==> src/verilog/lsd_pkg.sv <==
// Constants for the level sensor teach, factory reset and damping block
package lsd_pkg;
    // Clock and time base
    localparam int          CLK_PERIOD_NS   = 8;
    localparam int          TICK_NS         = 1000000;
    localparam logic [16:0] TICK_CYCLES     = 17'(TICK_NS / CLK_PERIOD_NS);
    localparam logic [9:0]  SEC_MS          = 10'(1000);
    // Teach timing, in the printed units
    localparam int          TEACH_WIN_MIN   = 5;
    localparam int          TEACH_EXT_H     = 24;
    localparam int          PRESS_MIN_S     = 9;
    localparam int          PRESS_MAX_S     = 12;
    localparam logic [18:0] TEACH_WIN_MS    = 19'(TEACH_WIN_MIN * 60 * 1000);
    localparam logic [26:0] TEACH_EXT_MS    = 27'(TEACH_EXT_H * 3600 * 1000);
    localparam logic [13:0] PRESS_MIN_MS    = 14'(PRESS_MIN_S * 1000);
    localparam logic [13:0] PRESS_MAX_MS    = 14'(PRESS_MAX_S * 1000);
    // Amber flash after a factory reset
    localparam logic [11:0] FLASH_MS        = 12'h800;
    localparam int          BLINK_BIT       = 8;
    // Damping
    localparam logic [5:0]  DAMP_MAX_S      = 6'h3C;
    localparam logic [5:0]  DAMP_DEF_S      = 6'h00;
    // Parameter map (index, subindex) and values
    localparam logic [15:0] IDX_SYS_CMD     = 16'h0002;
    localparam logic [7:0]  SUB_SYS_CMD     = 8'h00;
    localparam logic [7:0]  CMD_FACTORY_RST = 8'h82;
    localparam logic [15:0] IDX_DAMPING     = 16'h0079;
    localparam logic [7:0]  SUB_DAMP_TIME   = 8'h02;
    localparam logic [7:0]  SUB_DAMP_IMM    = 8'h01;
    localparam logic [15:0] IDX_TEACH       = 16'h003A;
    localparam logic [7:0]  SUB_TEACH_EN    = 8'h01;
    // Defaults of user settings
    localparam logic        TEACH_EN_DEF    = 1'b1;
    localparam logic        IMM_DAMP_DEF    = 1'b0;

    typedef enum logic [2:0] {
        T_WINDOW   = 3'b001,
        T_EXTENDED = 3'b010,
        T_LOCKED   = 3'b100
    } lsd_teach_e;
endpackage

==> src/verilog/lsd_level_sensor.sv <==
// Teach gating, factory reset and level damping of a level sensor
`timescale 1ns/10ps
module lsd_level_sensor #(
    parameter logic [16:0] TICK_CYCLES = lsd_pkg::TICK_CYCLES,
    parameter logic [18:0] WIN_MS      = lsd_pkg::TEACH_WIN_MS,
    parameter logic [26:0] EXT_MS      = lsd_pkg::TEACH_EXT_MS,
    parameter logic [13:0] PRESS_MIN   = lsd_pkg::PRESS_MIN_MS,
    parameter logic [13:0] PRESS_MAX   = lsd_pkg::PRESS_MAX_MS
) (
    input  logic        CLOCK_I,
    input  logic        RESET_N_I,
    input  logic        TEACH_MAGNET_I,
    input  logic [15:0] LEVEL_I,
    input  logic        LEVEL_VALID_I,
    input  logic        IMMERSED_I,
    input  logic        PARAM_WR_I,
    input  logic        PARAM_RD_I,
    input  logic [15:0] PARAM_INDEX_I,
    input  logic [7:0]  PARAM_SUBINDEX_I,
    input  logic [7:0]  PARAM_WDATA_I,
    output logic [7:0]  PARAM_RDATA_O,
    output logic        PARAM_ACK_O,
    output logic        PARAM_ERR_O,
    output logic [15:0] PD_LEVEL_O,
    output logic [7:0]  PD_STATUS_O,
    output logic        PD_VALID_O,
    output logic        LED_GREEN_O,
    output logic        LED_AMBER_O,
    output logic        FACTORY_RESET_O
);
    typedef struct packed {
        logic [16:0]             tick_cnt;
        logic                    ms_tick;
        logic [9:0]              sec_cnt;
        logic                    sec_tick;
        lsd_pkg::lsd_teach_e     state;
        logic [18:0]             win_cnt;
        logic [26:0]             ext_cnt;
        logic [13:0]             held;
        logic                    mag_prev;
        logic                    teach_en;
        logic                    imm_damp;
        logic [5:0]              damp_s;
        logic                    fr;
        logic [11:0]             flash_cnt;
        logic [63:0][15:0]       ring;
        logic [5:0]              wp;
        logic [5:0]              fill;
        logic [21:0]             sum;
        logic [15:0]             last_lvl;
        logic [15:0]             pd_level;
        logic                    pd_valid;
        logic [7:0]              status;
        logic                    green;
        logic                    amber;
        logic [7:0]              rdata;
        logic                    ack;
        logic                    err;
    } lsd_state_s;

    lsd_state_s s_ff;
    lsd_state_s nxt_s;
    logic       rst_meta_ff;
    logic       rst_n_ff;
    logic       teach_open;
    logic       press_start;

    // Parameter address match
    function automatic logic lsd_hit(input logic [15:0] idx, input logic [7:0] sub,
                                     input logic [15:0] want_idx, input logic [7:0] want_sub);
        return (idx == want_idx) && (sub == want_sub);
    endfunction

    // Reciprocal scaled by 2^22, saves a divider per average
    function automatic logic [22:0] lsd_recip(input logic [5:0] n);
        return (n == 6'h00) ? 23'h000000 : 23'(23'h400000 / {17'h00000, n});
    endfunction

    always_ff @(posedge CLOCK_I or negedge RESET_N_I) begin
        if (!RESET_N_I) begin
            rst_meta_ff <= 1'b0;
            rst_n_ff    <= 1'b0;
        end else begin
            rst_meta_ff <= 1'b1;
            rst_n_ff    <= rst_meta_ff;
        end
    end

    assign teach_open  = s_ff.teach_en && (s_ff.state != lsd_pkg::T_LOCKED);
    assign press_start = TEACH_MAGNET_I && !s_ff.mag_prev && teach_open;

    always_comb begin
        logic        fr_req;
        logic        undamped;
        logic [15:0] old_lvl;
        logic [44:0] prod;
        logic [11:0] flash_left;
        fr_req   = 1'b0;
        flash_left = 12'h000;
        undamped = 1'b0;
        old_lvl  = 16'h0000;
        prod     = 45'h0;
        nxt_s    = s_ff;
        nxt_s.ms_tick  = 1'b0;
        nxt_s.sec_tick = 1'b0;
        nxt_s.ack      = 1'b0;
        nxt_s.err      = 1'b0;
        nxt_s.fr       = 1'b0;
        nxt_s.pd_valid = 1'b0;
        // Millisecond and second enables
        if (s_ff.tick_cnt == TICK_CYCLES - 17'h1) begin
            nxt_s.tick_cnt = 17'h0;
            nxt_s.ms_tick  = 1'b1;
        end else begin
            nxt_s.tick_cnt = s_ff.tick_cnt + 17'h1;
        end
        if (s_ff.ms_tick) begin
            if (s_ff.sec_cnt == lsd_pkg::SEC_MS - 10'h1) begin
                nxt_s.sec_cnt  = 10'h0;
                nxt_s.sec_tick = 1'b1;
            end else begin
                nxt_s.sec_cnt = s_ff.sec_cnt + 10'h1;
            end
        end
        // Teach availability timers
        unique case (s_ff.state)
            lsd_pkg::T_WINDOW: begin
                if (press_start) begin
                    nxt_s.state   = lsd_pkg::T_EXTENDED;
                    nxt_s.ext_cnt = 27'h0;
                end else if (s_ff.ms_tick) begin
                    if (s_ff.win_cnt == WIN_MS - 19'h1) begin
                        nxt_s.state = lsd_pkg::T_LOCKED;
                    end else begin
                        nxt_s.win_cnt = s_ff.win_cnt + 19'h1;
                    end
                end
            end
            lsd_pkg::T_EXTENDED: begin
                if (s_ff.ms_tick) begin
                    if (s_ff.ext_cnt == EXT_MS - 27'h1) begin
                        nxt_s.state = lsd_pkg::T_LOCKED;
                    end else begin
                        nxt_s.ext_cnt = s_ff.ext_cnt + 27'h1;
                    end
                end
            end
            lsd_pkg::T_LOCKED: begin
            end
            default: nxt_s.state = lsd_pkg::T_LOCKED;
        endcase
        // Press length; judged on release so a longer hold does nothing
        nxt_s.mag_prev = TEACH_MAGNET_I;
        if (TEACH_MAGNET_I && teach_open) begin
            if (s_ff.ms_tick && (s_ff.held != 14'h3FFF)) begin
                nxt_s.held = s_ff.held + 14'h1;
            end
        end else begin
            nxt_s.held = 14'h0;
        end
        if (s_ff.mag_prev && !TEACH_MAGNET_I && teach_open &&
            (s_ff.held >= PRESS_MIN) && (s_ff.held <= PRESS_MAX)) begin
            fr_req = 1'b1;
        end
        nxt_s.green = TEACH_MAGNET_I && teach_open;
        // Damping, one sample per second in a ring
        if (LEVEL_VALID_I) begin
            nxt_s.last_lvl = LEVEL_I;
        end
        undamped = (s_ff.damp_s == 6'h00) || (IMMERSED_I && !s_ff.imm_damp);
        if (undamped && LEVEL_VALID_I) begin
            nxt_s.pd_level = LEVEL_I;
            nxt_s.pd_valid = 1'b1;
        end
        if (s_ff.sec_tick && (s_ff.damp_s != 6'h00)) begin
            if (s_ff.fill == s_ff.damp_s) begin
                old_lvl = s_ff.ring[6'(s_ff.wp - s_ff.damp_s)];
            end
            nxt_s.sum = 22'(s_ff.sum + {6'h00, s_ff.last_lvl} - {6'h00, old_lvl});
            nxt_s.ring[s_ff.wp] = s_ff.last_lvl;
            nxt_s.wp = s_ff.wp + 6'h1;
            if (s_ff.fill != s_ff.damp_s) begin
                nxt_s.fill = s_ff.fill + 6'h1;
            end
            prod = {23'h0, nxt_s.sum} * {22'h0, lsd_recip(nxt_s.fill)} + 45'h200000;
            if (!undamped) begin
                nxt_s.pd_level = prod[37:22];
                nxt_s.pd_valid = 1'b1;
            end
        end
        // Acyclic parameter access
        if (PARAM_WR_I) begin
            nxt_s.ack = 1'b1;
            if (lsd_hit(PARAM_INDEX_I, PARAM_SUBINDEX_I, lsd_pkg::IDX_SYS_CMD,
                        lsd_pkg::SUB_SYS_CMD)) begin
                if (PARAM_WDATA_I == lsd_pkg::CMD_FACTORY_RST) begin
                    fr_req = 1'b1;
                end else begin
                    nxt_s.err = 1'b1;
                end
            end else if (lsd_hit(PARAM_INDEX_I, PARAM_SUBINDEX_I, lsd_pkg::IDX_DAMPING,
                                 lsd_pkg::SUB_DAMP_TIME)) begin
                if (PARAM_WDATA_I <= {2'h0, lsd_pkg::DAMP_MAX_S}) begin
                    nxt_s.damp_s = PARAM_WDATA_I[5:0];
                    nxt_s.fill   = 6'h00;
                    nxt_s.sum    = 22'h0;
                end else begin
                    nxt_s.err = 1'b1;
                end
            end else if (lsd_hit(PARAM_INDEX_I, PARAM_SUBINDEX_I, lsd_pkg::IDX_DAMPING,
                                 lsd_pkg::SUB_DAMP_IMM) && (PARAM_WDATA_I[7:1] == 7'h00)) begin
                nxt_s.imm_damp = PARAM_WDATA_I[0];
            end else if (lsd_hit(PARAM_INDEX_I, PARAM_SUBINDEX_I, lsd_pkg::IDX_TEACH,
                                 lsd_pkg::SUB_TEACH_EN) && (PARAM_WDATA_I[7:1] == 7'h00)) begin
                nxt_s.teach_en = PARAM_WDATA_I[0];
            end else begin
                nxt_s.err = 1'b1;
            end
        end else if (PARAM_RD_I) begin
            nxt_s.ack   = 1'b1;
            nxt_s.rdata = 8'h00;
            if (lsd_hit(PARAM_INDEX_I, PARAM_SUBINDEX_I, lsd_pkg::IDX_DAMPING,
                        lsd_pkg::SUB_DAMP_TIME)) begin
                nxt_s.rdata = {2'h0, s_ff.damp_s};
            end else if (lsd_hit(PARAM_INDEX_I, PARAM_SUBINDEX_I, lsd_pkg::IDX_DAMPING,
                                 lsd_pkg::SUB_DAMP_IMM)) begin
                nxt_s.rdata = {7'h00, s_ff.imm_damp};
            end else if (lsd_hit(PARAM_INDEX_I, PARAM_SUBINDEX_I, lsd_pkg::IDX_TEACH,
                                 lsd_pkg::SUB_TEACH_EN)) begin
                nxt_s.rdata = {7'h00, s_ff.teach_en};
            end else begin
                nxt_s.err = 1'b1;
            end
        end
        // Factory reset last, so it beats a write in the same cycle
        if (fr_req) begin
            nxt_s.fr        = 1'b1;
            nxt_s.teach_en  = lsd_pkg::TEACH_EN_DEF;
            nxt_s.imm_damp  = lsd_pkg::IMM_DAMP_DEF;
            nxt_s.damp_s    = lsd_pkg::DAMP_DEF_S;
            nxt_s.fill      = 6'h00;
            nxt_s.sum       = 22'h0;
            nxt_s.flash_cnt = lsd_pkg::FLASH_MS;
        end else if (s_ff.ms_tick && (s_ff.flash_cnt != 12'h000)) begin
            nxt_s.flash_cnt = s_ff.flash_cnt - 12'h001;
        end
        // Judged on count minus one, so the full count starts a lit phase, not a dark one
        flash_left   = nxt_s.flash_cnt - 12'h001;
        nxt_s.amber  = (nxt_s.flash_cnt != 12'h000) && flash_left[lsd_pkg::BLINK_BIT];
        nxt_s.status = {3'h0, nxt_s.amber, nxt_s.green, !undamped, teach_open,
                        IMMERSED_I};
    end

    always_ff @(posedge CLOCK_I or negedge rst_n_ff) begin
        if (!rst_n_ff) begin
            s_ff          <= '0;
            s_ff.state    <= lsd_pkg::T_WINDOW;
            s_ff.teach_en <= lsd_pkg::TEACH_EN_DEF;
        end else begin
            s_ff <= nxt_s;
        end
    end

    assign PARAM_RDATA_O   = s_ff.rdata;
    assign PARAM_ACK_O     = s_ff.ack;
    assign PARAM_ERR_O     = s_ff.err;
    assign PD_LEVEL_O      = s_ff.pd_level;
    assign PD_STATUS_O     = s_ff.status;
    assign PD_VALID_O      = s_ff.pd_valid;
    assign LED_GREEN_O     = s_ff.green;
    assign LED_AMBER_O     = s_ff.amber;
    assign FACTORY_RESET_O = s_ff.fr;
endmodule // lsd_level_sensor

==> config.mk <==
export PLATFORM = sky130hd
export DESIGN_NAME = lsd_level_sensor
export DESIGN_NICKNAME = d
export VERILOG_FILES = /design/src/verilog/lsd_pkg.sv /design/src/verilog/lsd_level_sensor.sv
export SDC_FILE = /design/constraint.sdc
export NUM_CORES = 2
export LEC_CHECK = 0
export BUFFER_PORTS_ARGS = -buffer_cell sky130_fd_sc_hd__buf_4
export CELL_PAD_IN_SITES_DETAIL_PLACEMENT = 0
export CELL_PAD_IN_SITES_GLOBAL_PLACEMENT = 1
export CORE_ASPECT_RATIO = 0.9
export CORE_UTILIZATION = 50
export CTS_CLUSTER_SIZE = 24
export DETAILED_ROUTE_END_ITERATION = 16
export PLACE_DENSITY_LB_ADDON = 0.3
export SLEW_MARGIN = 5
export SYNTH_ARGS = -nofsm -noshare
export SYNTH_HDL_FRONTEND = slang
export SYNTH_SLANG_ARGS = --single-unit
==> constraint.sdc <==
create_clock -name CLOCK_I -period 77 [get_ports CLOCK_I]
set_input_delay 15.4 -clock CLOCK_I [delete_from_list [all_inputs] [get_ports CLOCK_I]]
set_output_delay 15.4 -clock CLOCK_I [all_outputs]
set_load 0.1 [all_outputs]
==> run metrics <==
sequential share of the synthesized area 0.368; Max H-tree Level 3; final setup violation count 0; Hold Vio Cnt, Final 0; pre-CTS setup slack roughly 14 ns; total number of vias 60200; area delta synth->final 8.76%; slew margin rel. 0.0916; WP buf/inv 15; Overall Power ~1.4 mW; DPL Wire Length 158000 µm; LEAKAGE around 42 nW; warning count from the yosys run 0; FP Rows roughly 140; layout cells sized above 1 0.203; die area between 0.15 and 0.2 mm²; worst-path fanout max 19; Synth Area per Inst around 10 µm²; crit path max-delay cell type nor3_2; DR DRC count 0; DR WL met3 12200 µm; Diodes inserted 0; vias in the first global route approximately 60000; Post-DP Area between 0.08 and 0.09 mm²; Num CTS Buffers around 120; sequential power share 0.475; detailed-route wire length ~230000 µm; cell mode on critical path a21oi_1; top_reg_cell synth dfrtp_1; Post-CTS Hold Buffers 0; largest net degree at the start of global routing ~180; I/O pin cnt 93; Max Transition Viols Final 0; remaining global-route overflow 0; Peak VDD IR around 0.000019 V; fmax between 15 and 20 MHz; shortest period the worst path allows 64.27 ns; top routing layer used met4; Sw Share 0.246; synthesized area around 0.083 mm²; Post-synth EDFFs 0; final worst slack between 10 and 15 ns; critical path startpoint category register; wire per inst between 20 and 25 µm; Internal around 1.0 mW; status finished clean; area of the core 0.164 mm²; part of the power in combinational logic 0.064; hold_ws between 0.2 and 0.3 ns; root buf cell clkbuf_16; clock latency on the worst-skew pair 0.76 ns; Sw Pwr roughly 340 µW; fraction of the cycle the final worst path needs 0.835; pwr dens between 15 and 20 mW/mm²; critical path's top delay family compound AO/OA/AOI/OAI gates; initial DRC count between 4000 and 5000; register bit count reported by yosys ~1200; required time worst endpoint between 70 and 80 ns; Die Ht between 300 and 400 µm; Worst Setup End Kind register; CTS max path bufs 3; initial core utilization 0.505; library cells used by synthesis between 100 and 150; # Post-CTS Setup Buffers 0; die width about 430 µm; Largest stage delay, worst path around 0.86 ns; Nets roughly 8600; max-cap viol count 0; Antenna Nets Post-Route 0; worst path arrival time 64.86 ns; Sink Count between 1000 and 1500; Synth async-reset ratio 1.00; Clock Power Share 0.461; post-route cell area around 0.09 mm²; final setup TNS 0 ns; WL met1 approximately 100000 µm; wire length on met2 110000 µm; CTS clk-pin slew, worst paths roughly 0.070 ns; DR vias/cell about 6; first-pass GRT wire length between 300000 and 400000 µm; gr usage total 0.276; RSZ-0062 raised after global routing false; # resized after CTS 0; PortBufs 87; antenna violations before repair 2; post-synthesis cell count 7927; measured slew at the worst slew-check pin 1.36 ns; Crit Path Class register to register; clk_skew roughly 0.054 ns; CTS tree yes; Placer Congestion a little over 0.9; First-pass DRT Iterations 6; Hold Path Class register to async pin
-- worst register-to-register path, delay by kind of cell (launching register included) --
family / cells / cell delay (ns)
mux: 3 / 0.59
compound gates: 124 / 27.83
buf+inv: 15 / 2.07
flops: 1 / 0.85
fa+ha+maj: 30 / 11.11
simple gates: 81 / 21.29
xor+xnor: 2 / 0.43
-- sequential cells by signal, indices dropped and copies added, names as in the netlist --
name	flops
s_ff	1187
PD_LEVEL_O	16
PARAM_RDATA_O	6
PD_STATUS_O	5
FACTORY_RESET_O	1
PARAM_ACK_O	1
PARAM_ERR_O	1
PD_VALID_O	1
rst_meta_ff	1
rst_n_ff	1
-- through the flow --
stage,cells,util
global placement,9920,0.523
CTS,10100,0.549
global route,10100,0.549
detailed placement,9920,0.523
finish,10100,0.549
floorplan,7931,-
-- power groups by stage --
stage	registers, mW	logic [mW]	clock network [mW]
after global placement	0.660	0.0865	0
after detailed placement	0.660	0.0872	0
final	0.648	0.0878	0.628
after floorplan	0.668	0.0452	0
after CTS	0.648	0.0874	0.639
after global routing	0.648	0.0937	0.664
-- cell usage in the layout, fill, tap and decap left out, types with 91 or more instances in the layout --
cell and instances:
clkbuf_16 119, nor3_1 101, buf_4 274, xnor2_1 143, inv_1 604, dfrtp_1 1216, o21ai_0 608, a21o_1 96
xor2_1 91, mux2_2 595, nand3_1 119, nand2_1 1126, ha_1 274, nor2_1 371, fa_1 414, mux4_2 320
a21oi_1 223
-- worst paths after layout --
kind	depth (start not counted)	slack (ns)	start	end
min in group CLOCK_I	0	0.32	rst_meta_ff	rst_n_ff
max in group asynchronous	1	62.48	RESET_N_I	rst_meta_ff
hold reg to reg	0	0.29	rst_n_ff	s_ff[232]
setup reg to reg	255	12.73	s_ff[75]	PD_LEVEL_O[14]
setup / recovery	255	12.73	s_ff[75]	PD_LEVEL_O[14]
hold / removal	0	0.29	rst_n_ff	s_ff[232]
-- routing by layer --
| metal | vias up | track usage |
|---|---|---|
| li1 | 27300 | - |
| met4 | 0 | 0.0766 |
| met1 | 31000 | 0.385 |
| met2 | 1641 | 0.453 |
| met3 | 314 | 0.0371 |
| met5 | - | 0 |
-- cells in the mapped netlist (all sizes together) (31+ instances only) --
cell,number,area share
and2,39,0.0029
ha,275,0.041
o21bai,35,0.0032
nand2,1127,0.051
fa,415,0.10
a211oi,62,0.0060
mux4,320,0.087
dfrtp,1218,0.37
nor4,39,0.0036
o211ai,31,0.0030
a31oi,36,0.0030
nor2b,51,0.0038
o21a,31,0.0028
xor2,95,0.010
nor3,122,0.0088
o31ai,46,0.0043
nand3,125,0.0082
nand2b,48,0.0036
nand4,68,0.0053
and3,63,0.0048
clkbuf,412,0.019
buf,91,0.0076
mux2i,66,0.0081
xnor2,164,0.018
a21o,97,0.0088
mux2,597,0.081
or3,59,0.0046
o21ai,644,0.039
nor2,404,0.018
inv,607,0.027
a21oi,232,0.014
-- area by class of cell --
type,count,area [µm²]
clock buffer,164,3390
clock inverter,59,861
fill,14300,74100
inverter,607,2280
multi-input combinational,5599,48300
sequential,1220,30500
tap,2216,2770
timing repair buffer,278,2140
-- logic make-up (layout without fill, tap and decap cells) --
family / Yosys count / count (layout) / synth area share
buffers and inverters: 1112 / 1108 / 0.0541
AND/OR/NAND/NOR: 2263 / 2263 / 0.127
adder cells (fa/ha/maj): 690 / 690 / 0.142
XOR/XNOR: 260 / 260 / 0.0280
other: 2 / 6 / 0.0000905
AO/OA/AOI/OAI: 1397 / 1397 / 0.106
multiplexers: 983 / 983 / 0.176
flip-flops: 1220 / 1220 / 0.368
(Power assumes the default switching activity.)
